### config.mk
export PLATFORM = sky130hd
export DESIGN_NAME = tcwl_top
export DESIGN_NICKNAME = d
export VERILOG_FILES = /design/src/rtl/tcwl_pkg.sv /design/src/rtl/tcwl_prot_reg.sv /design/src/rtl/tcwl_top.sv
export SDC_FILE = /design/constraint.sdc
export NUM_CORES = 1
export LEC_CHECK = 0
export BUFFER_PORTS_ARGS = -buffer_cell sky130_fd_sc_hd__buf_2
export CORE_UTILIZATION = 52
export DETAILED_ROUTE_END_ITERATION = 8
export PLACE_DENSITY_LB_ADDON = 0.2
export SLEW_MARGIN = 20
export SYNTH_ARGS = -nofsm -noshare
export SYNTH_HDL_FRONTEND = slang
export SYNTH_SLANG_ARGS = --single-unit
### constraint.sdc
create_clock -name ref_clk_i -period 3 [get_ports ref_clk_i]
set_clock_uncertainty 0.2 [all_clocks]
set_input_delay 0.45 -clock ref_clk_i [delete_from_list [all_inputs] [get_ports ref_clk_i]]
set_output_delay 0.45 -clock ref_clk_i [all_outputs]
set_load 0.02 [all_outputs]
### src/rtl/tcwl_pkg.sv
// Constants for the timer configuration write lock block.
// Assumes a byte-addressed register port with 16-bit registers in 32-bit words.
package tcwl_pkg;

    localparam int ADDR_W = 8;
    localparam int DATA_W = 32;
    localparam int REG_W  = 16;

    // Register byte offsets
    localparam logic [7:0] OFS_TIMER_CONTROL_TWO       = 8'h04;
    localparam logic [7:0] OFS_CHANNEL_MODE_ONE        = 8'h18;
    localparam logic [7:0] OFS_CHANNEL_MODE_TWO        = 8'h1c;
    localparam logic [7:0] OFS_CHANNEL_ENABLE_REGISTER = 8'h20;
    localparam logic [7:0] OFS_BREAK_DEADTIME_CONTROL  = 8'h44;

    // Reset values
    localparam logic [15:0] RST_TIMER_CONTROL_TWO       = 16'h0000;
    localparam logic [15:0] RST_CHANNEL_MODE            = 16'h0000;
    localparam logic [15:0] RST_CHANNEL_ENABLE_REGISTER = 16'h0000;
    localparam logic [15:0] RST_BREAK_DEADTIME_CONTROL  = 16'h0000;

    // Field positions in break_deadtime_control
    localparam int BDT_PROTECT_LEVEL_LSB         = 8;
    localparam int BDT_IDLE_MODE_OFFSTATE_BIT    = 10;
    localparam int BDT_RUN_MODE_OFFSTATE_BIT     = 11;
    localparam int BDT_MAIN_OUTPUT_ENABLE_BIT    = 15;
    // Field positions in timer_control_two and channel_enable_register
    localparam int CTRL2_OUTPUT_IDLE_STATE_LSB   = 8;
    localparam int CCEN_STRIDE                   = 4;

    // Bits guarded at each protect level
    localparam logic [15:0] BDT_LOCK_FIELD_MASK  = 16'h0300;
    localparam logic [15:0] BDT_LEVEL1_MASK      = 16'h70ff;
    localparam logic [15:0] BDT_LEVEL2_MASK      = 16'h0c00;
    localparam logic [15:0] CTRL2_LEVEL1_MASK    = 16'h7f00;
    localparam logic [15:0] CCEN_LEVEL2_MASK     = 16'h2aaa;
    localparam logic [15:0] CCM_LEVEL3_MASK      = 16'h7878;

    localparam logic [1:0] LEVEL_OFF = 2'h0;
    localparam logic [1:0] LEVEL_ONE = 2'h1;
    localparam logic [1:0] LEVEL_TWO = 2'h2;
    localparam logic [1:0] LEVEL_THR = 2'h3;

endpackage

### src/rtl/tcwl_prot_reg.sv
// One 16-bit register whose write is gated bit by bit by a lock mask.
// Assumes the caller forms the mask from the current protect level.
`timescale 1ns/100ps
module tcwl_prot_reg
    import tcwl_pkg::*;
#(
    parameter int          WIDTH = REG_W,
    parameter logic [15:0] RESET = 16'h0000
) (
    // Clock and reset
    input  wire logic             ref_clk_i,
    input  wire logic             rst_i,
    // Write side
    input  wire logic             wr_i,
    input  wire logic [WIDTH-1:0] wdata_i,
    input  wire logic [WIDTH-1:0] lock_mask_i,
    // Stored value
    output logic      [WIDTH-1:0] q_o
);

    logic [WIDTH-1:0] q_reg;
    logic [WIDTH-1:0] q_next;

    always_comb begin
        q_next = (q_reg & lock_mask_i) | (wdata_i & ~lock_mask_i);
    end

    always_ff @(posedge ref_clk_i) begin
        if (rst_i) begin
            q_reg <= RESET[WIDTH-1:0];
        end else if (wr_i) begin
            q_reg <= q_next;
        end
    end

    assign q_o = q_reg;
endmodule

### src/rtl/tcwl_top.sv
// Write-protection bank for the timer's safety-critical configuration.
// Assumes a same-clock register master: one-cycle strobes, read data next cycle.
`timescale 1ns/100ps
module tcwl_top
    import tcwl_pkg::*;
#(
    parameter int NUM_CHANNELS = 4
) (
    // Clock and reset
    input  wire logic              ref_clk_i,
    input  wire logic              rst_i,
    // Register port
    input  wire logic [ADDR_W-1:0] addr_i,
    input  wire logic [DATA_W-1:0] wdata_i,
    input  wire logic              wr_i,
    input  wire logic              rd_i,
    output logic      [DATA_W-1:0] rdata_o,
    // Configuration to the timer datapath
    output logic      [7:0]        dead_time_setting_o,
    output logic      [1:0]        protect_level_o,
    output logic                   main_output_enable_o,
    output logic [NUM_CHANNELS-1:0] channel_output_enable_o,
    output logic [NUM_CHANNELS-1:0] chan_offstate_drive_o,
    output logic [NUM_CHANNELS-1:0] chan_idle_level_o,
    output logic [REG_W-1:0]       break_deadtime_control_o,
    output logic [REG_W-1:0]       timer_control_two_o,
    output logic [REG_W-1:0]       channel_enable_register_o,
    output logic [REG_W-1:0]       channel_mode_one_o,
    output logic [REG_W-1:0]       channel_mode_two_o
);

    logic [REG_W-1:0]  bdt_q;
    logic [REG_W-1:0]  ctrl2_q;
    logic [REG_W-1:0]  ccen_q;
    logic [REG_W-1:0]  ccm1_q;
    logic [REG_W-1:0]  ccm2_q;
    logic [REG_W-1:0]  bdt_mask;
    logic [REG_W-1:0]  ctrl2_mask;
    logic [REG_W-1:0]  ccen_mask;
    logic [REG_W-1:0]  ccm_mask;
    logic [1:0]        protect_level;
    logic              level_written_reg;
    logic              wr_bdt;
    logic              wr_ctrl2;
    logic              wr_ccen;
    logic              wr_ccm1;
    logic              wr_ccm2;
    logic [DATA_W-1:0] rdata_reg;
    logic [DATA_W-1:0] rdata_next;
    logic              main_out_en;
    logic              idle_offstate;
    logic              run_offstate;

    // Address decode
    assign wr_bdt   = wr_i && (addr_i == OFS_BREAK_DEADTIME_CONTROL);
    assign wr_ctrl2 = wr_i && (addr_i == OFS_TIMER_CONTROL_TWO);
    assign wr_ccen  = wr_i && (addr_i == OFS_CHANNEL_ENABLE_REGISTER);
    assign wr_ccm1  = wr_i && (addr_i == OFS_CHANNEL_MODE_ONE);
    assign wr_ccm2  = wr_i && (addr_i == OFS_CHANNEL_MODE_TWO);

    assign protect_level = bdt_q[BDT_PROTECT_LEVEL_LSB +: 2];

    always_ff @(posedge ref_clk_i) begin
        if (rst_i) begin
            level_written_reg <= 1'b0;
        end else if (wr_bdt) begin
            level_written_reg <= 1'b1;
        end
    end

    always_comb begin
        bdt_mask   = level_written_reg ? BDT_LOCK_FIELD_MASK : 16'h0000;
        ctrl2_mask = 16'h0000;
        ccen_mask  = 16'h0000;
        ccm_mask   = 16'h0000;
        if (protect_level != LEVEL_OFF) begin
            bdt_mask   = bdt_mask | BDT_LEVEL1_MASK;
            ctrl2_mask = CTRL2_LEVEL1_MASK;
        end
        if (protect_level == LEVEL_TWO || protect_level == LEVEL_THR) begin
            bdt_mask  = bdt_mask | BDT_LEVEL2_MASK;
            ccen_mask = CCEN_LEVEL2_MASK;
        end
        if (protect_level == LEVEL_THR) begin
            ccm_mask = CCM_LEVEL3_MASK;
        end
    end

    tcwl_prot_reg #(
        .WIDTH (REG_W),
        .RESET (RST_BREAK_DEADTIME_CONTROL)
    ) u_bdt (
        .ref_clk_i   (ref_clk_i),
        .rst_i       (rst_i),
        .wr_i        (wr_bdt),
        .wdata_i     (wdata_i[REG_W-1:0]),
        .lock_mask_i (bdt_mask),
        .q_o         (bdt_q)
    );

    tcwl_prot_reg #(
        .WIDTH (REG_W),
        .RESET (RST_TIMER_CONTROL_TWO)
    ) u_ctrl2 (
        .ref_clk_i   (ref_clk_i),
        .rst_i       (rst_i),
        .wr_i        (wr_ctrl2),
        .wdata_i     (wdata_i[REG_W-1:0]),
        .lock_mask_i (ctrl2_mask),
        .q_o         (ctrl2_q)
    );

    tcwl_prot_reg #(
        .WIDTH (REG_W),
        .RESET (RST_CHANNEL_ENABLE_REGISTER)
    ) u_ccen (
        .ref_clk_i   (ref_clk_i),
        .rst_i       (rst_i),
        .wr_i        (wr_ccen),
        .wdata_i     (wdata_i[REG_W-1:0]),
        .lock_mask_i (ccen_mask),
        .q_o         (ccen_q)
    );

    tcwl_prot_reg #(
        .WIDTH (REG_W),
        .RESET (RST_CHANNEL_MODE)
    ) u_ccm1 (
        .ref_clk_i   (ref_clk_i),
        .rst_i       (rst_i),
        .wr_i        (wr_ccm1),
        .wdata_i     (wdata_i[REG_W-1:0]),
        .lock_mask_i (ccm_mask),
        .q_o         (ccm1_q)
    );

    tcwl_prot_reg #(
        .WIDTH (REG_W),
        .RESET (RST_CHANNEL_MODE)
    ) u_ccm2 (
        .ref_clk_i   (ref_clk_i),
        .rst_i       (rst_i),
        .wr_i        (wr_ccm2),
        .wdata_i     (wdata_i[REG_W-1:0]),
        .lock_mask_i (ccm_mask),
        .q_o         (ccm2_q)
    );

    // Read mux; unmapped offsets read as zero
    always_comb begin
        rdata_next = '0;
        unique case (addr_i)
            OFS_BREAK_DEADTIME_CONTROL:  rdata_next[REG_W-1:0] = bdt_q;
            OFS_TIMER_CONTROL_TWO:       rdata_next[REG_W-1:0] = ctrl2_q;
            OFS_CHANNEL_ENABLE_REGISTER: rdata_next[REG_W-1:0] = ccen_q;
            OFS_CHANNEL_MODE_ONE:        rdata_next[REG_W-1:0] = ccm1_q;
            OFS_CHANNEL_MODE_TWO:        rdata_next[REG_W-1:0] = ccm2_q;
            default:                     rdata_next = '0;
        endcase
    end

    // Data stands only in the cycle after the strobe
    always_ff @(posedge ref_clk_i) begin
        if (rst_i) begin
            rdata_reg <= '0;
        end else if (rd_i) begin
            rdata_reg <= rdata_next;
        end else begin
            rdata_reg <= '0;
        end
    end

    assign rdata_o = rdata_reg;

    assign main_out_en   = bdt_q[BDT_MAIN_OUTPUT_ENABLE_BIT];
    assign idle_offstate = bdt_q[BDT_IDLE_MODE_OFFSTATE_BIT];
    assign run_offstate  = bdt_q[BDT_RUN_MODE_OFFSTATE_BIT];

    genvar ch;
    generate
        for (ch = 0; ch < NUM_CHANNELS; ch++) begin : g_chan
            assign channel_output_enable_o[ch] = ccen_q[ch*CCEN_STRIDE];
            assign chan_offstate_drive_o[ch] = main_out_en
                ? (!ccen_q[ch*CCEN_STRIDE] && run_offstate) : idle_offstate;
            assign chan_idle_level_o[ch]     = ctrl2_q[CTRL2_OUTPUT_IDLE_STATE_LSB + 2*ch];
        end
    endgenerate

    assign dead_time_setting_o       = bdt_q[7:0];
    assign protect_level_o           = protect_level;
    assign main_output_enable_o      = main_out_en;
    assign break_deadtime_control_o  = bdt_q;
    assign timer_control_two_o       = ctrl2_q;
    assign channel_enable_register_o = ccen_q;
    assign channel_mode_one_o        = ccm1_q;
    assign channel_mode_two_o        = ccm2_q;
endmodule

==> results.json <==
{
  "post_cts_buffers": 0,
  "p_leak_nw": 2.64,
  "nNetsFinal": 653,
  "status": "finished clean",
  "post-route-util": 0.643,
  "whs_ns": 0.182,
  "fillers": 749,
  "root_buffer": "clkbuf_8",
  "hpwlAfterDp_um": 8810,
  "grt_max_degree": 31,
  "hp-class": "in2reg",
  "core.rowCount": 33,
  "drv_slew": 0,
  "worstPathMaxFanout": 28,
  "final_common_cell": "buf_2",
  "first_global_vias": 3591,
  "drc": 0,
  "synth-main-ff-cell": "dfxtp_1",
  "synth-warning-count": 0,
  "pwr-share-seq": 0.566,
  "fmax_mhz": 461,
  "regArea_um2": 1940,
  "async_flop_share": 0,
  "max-vdd-ir-drop_v": 0.000256,
  "powerDensity_nw_per_um2": 433,
  "required_ns": 3.02,
  "power.switching_mw": 0.548,
  "dieHeight_um": 93.6,
  "post_cts_resized": 0,
  "synth_edf_count": 0,
  "path_clk_slew_ns": 0.09,
  "slew_headroom": 0.535,
  "start_util": 0.534,
  "grt_pass1_wl_um": 19200,
  "netlist_area_um2": 4360,
  "yosysUniqueCellTypes": 35,
  "cts_tree": "yes",
  "cts_made_buffers": 9,
  "period_minus_slack_ns": 2.17,
  "drive_gt1_frac": 0.334,
  "syn-instance-count": 485,
  "multi_input_area_um2": 2110,
  "crit_type": "in2reg",
  "worstPathArrival_ns": 2.19,
  "wirelength_um": 12600,
  "preCtsSetupSlack_ns": 0.484,
  "antenna_found_initial": 0,
  "dieArea_um2": 8760,
  "area_growth_pct": 20.5,
  "avgSynthCellArea_um2": 9.00,
  "synth-seq-cells": 97,
  "postLayoutCellArea_um2": 5260,
  "internal_power_mw": 1.73,
  "cp-start-kind": "input pin",
  "fin_ws_ns": 0.831,
  "core_area_um2": 8180,
  "viasPerCell": 5.61,
  "final-setup-viol-count": 0,
  "n_antenna_cell": 0,
  "pwr-share-comb": 0.059,
  "first_pass_iters": 5,
  "clk_latency_ns": 0.35,
  "finalHoldViolCount": 0,
  "drt-initial-drc-count": 367,
  "worst_pin_slew_ns": 0.696,
  "cap_violations": 0,
  "cts_sinks": 97,
  "yosysSeqAreaShare": 0.445,
  "grt_usage": 0.293,
  "final_cell_mix": "buf_2, dfxtp_1, nor2_1",
  "via_count": 4031,
  "grt_setup_unrepaired": "no",
  "hold_buffers": 0,
  "placed_cell_area_um2": 5060,
  "boundaryPins": 179,
  "antenna_left": 0,
  "grt_overflow_total": 0,
  "cts.path.max_buffers": 2,
  "routabilityCongestion": 0.831,
  "die_x_um": 93.6,
  "routedWlPerCell_um": 17.6,
  "setup_tns_ns": 0,
  "cp-end-kind": "register",
  "clockPowerShare": 0.375,
  "h-tree-depth": 3,
  "finalCritPeriodShare": 0.723,
  "switching_share": 0.241,
  "portBuffers": 146
}
synthesized netlist by cell type (2+ instances only):
master	count	area share
nand4b_1	3	0.0060
nand4_1	3	0.0043
buf_4	35	0.060
a21oi_1	43	0.049
clkbuf_1	23	0.020
nor4b_1	3	0.0060
buf_2	8	0.0092
mux2_2	16	0.041
nand3_1	11	0.013
dfxtp_1	97	0.44
and3_1	31	0.044
nand2_1	45	0.039
nor2b_1	2	0.0029
mux2i_1	55	0.13
a22oi_1	15	0.026
o21ai_0	19	0.022
or4b_1	2	0.0046
nor3_1	2	0.0023
nor2_1	56	0.048
power by group through the flow:
stage               logic [mW]  clock network [mW]  registers (mW)
finish                   0.133               0.854            1.29
CTS                      0.130               0.854            1.29
global placement         0.128                   0            1.32
floorplan               0.0827                   0            1.32
global route             0.142               0.915            1.29
detailed placement       0.130                   0            1.32
kinds of logic after synthesis:
group,synth area share
simple gates,0.192
flops,0.445
compound gates,0.103
mux,0.167
buf+inv,0.0920
other cells,0.000859
through the flow:
step,std cells,power [mW]
global route,718,2.35
detailed placement,703,1.45
finish,718,2.28
global placement,703,1.45
CTS,718,2.27
floorplan,500,1.40
worst paths after layout:
check                              startpoint  depth (start not counted)  slack, ns             end
worst max-delay path                addr_i[6]                          5       0.83        register
worst min register to register  u_ccm2.q_o[2]                          2       0.27   u_ccm2.q_o[2]
worst min-delay path               wdata_i[3]                          3       0.18  u_ctrl2.q_o[3]
worst max register to register       register                          5       1.20        register
final cells by class:
| class | instances | area share |
|---|---|---|
| clock buffers | 11 | 0.0269 |
| clock inverters | 4 | 0.0102 |
| inverters | 1 | 0.000714 |
| multi-input cells | 334 | 0.400 |
| flip-flops and latches | 97 | 0.369 |
| well taps | 105 | 0.0250 |
| repair buffers | 166 | 0.167 |
metal layers:
metal,part of all wire,track usage,vias to the layer above
met5,0,0,-
li1,-,-,1880
met2,0.46,0.457,216
met4,0.013,0.106,0
met1,0.43,0.400,1917
met3,0.097,0.0602,18
worst max-delay path, stage by stage:
cell and delay, ns:
buf_2 0.29, nor3_2 0.43, nand4b_1 0.62, mux2i_1 0.33
nor2_1 0.06
Note: power is estimated with default switching activity, not from simulation.
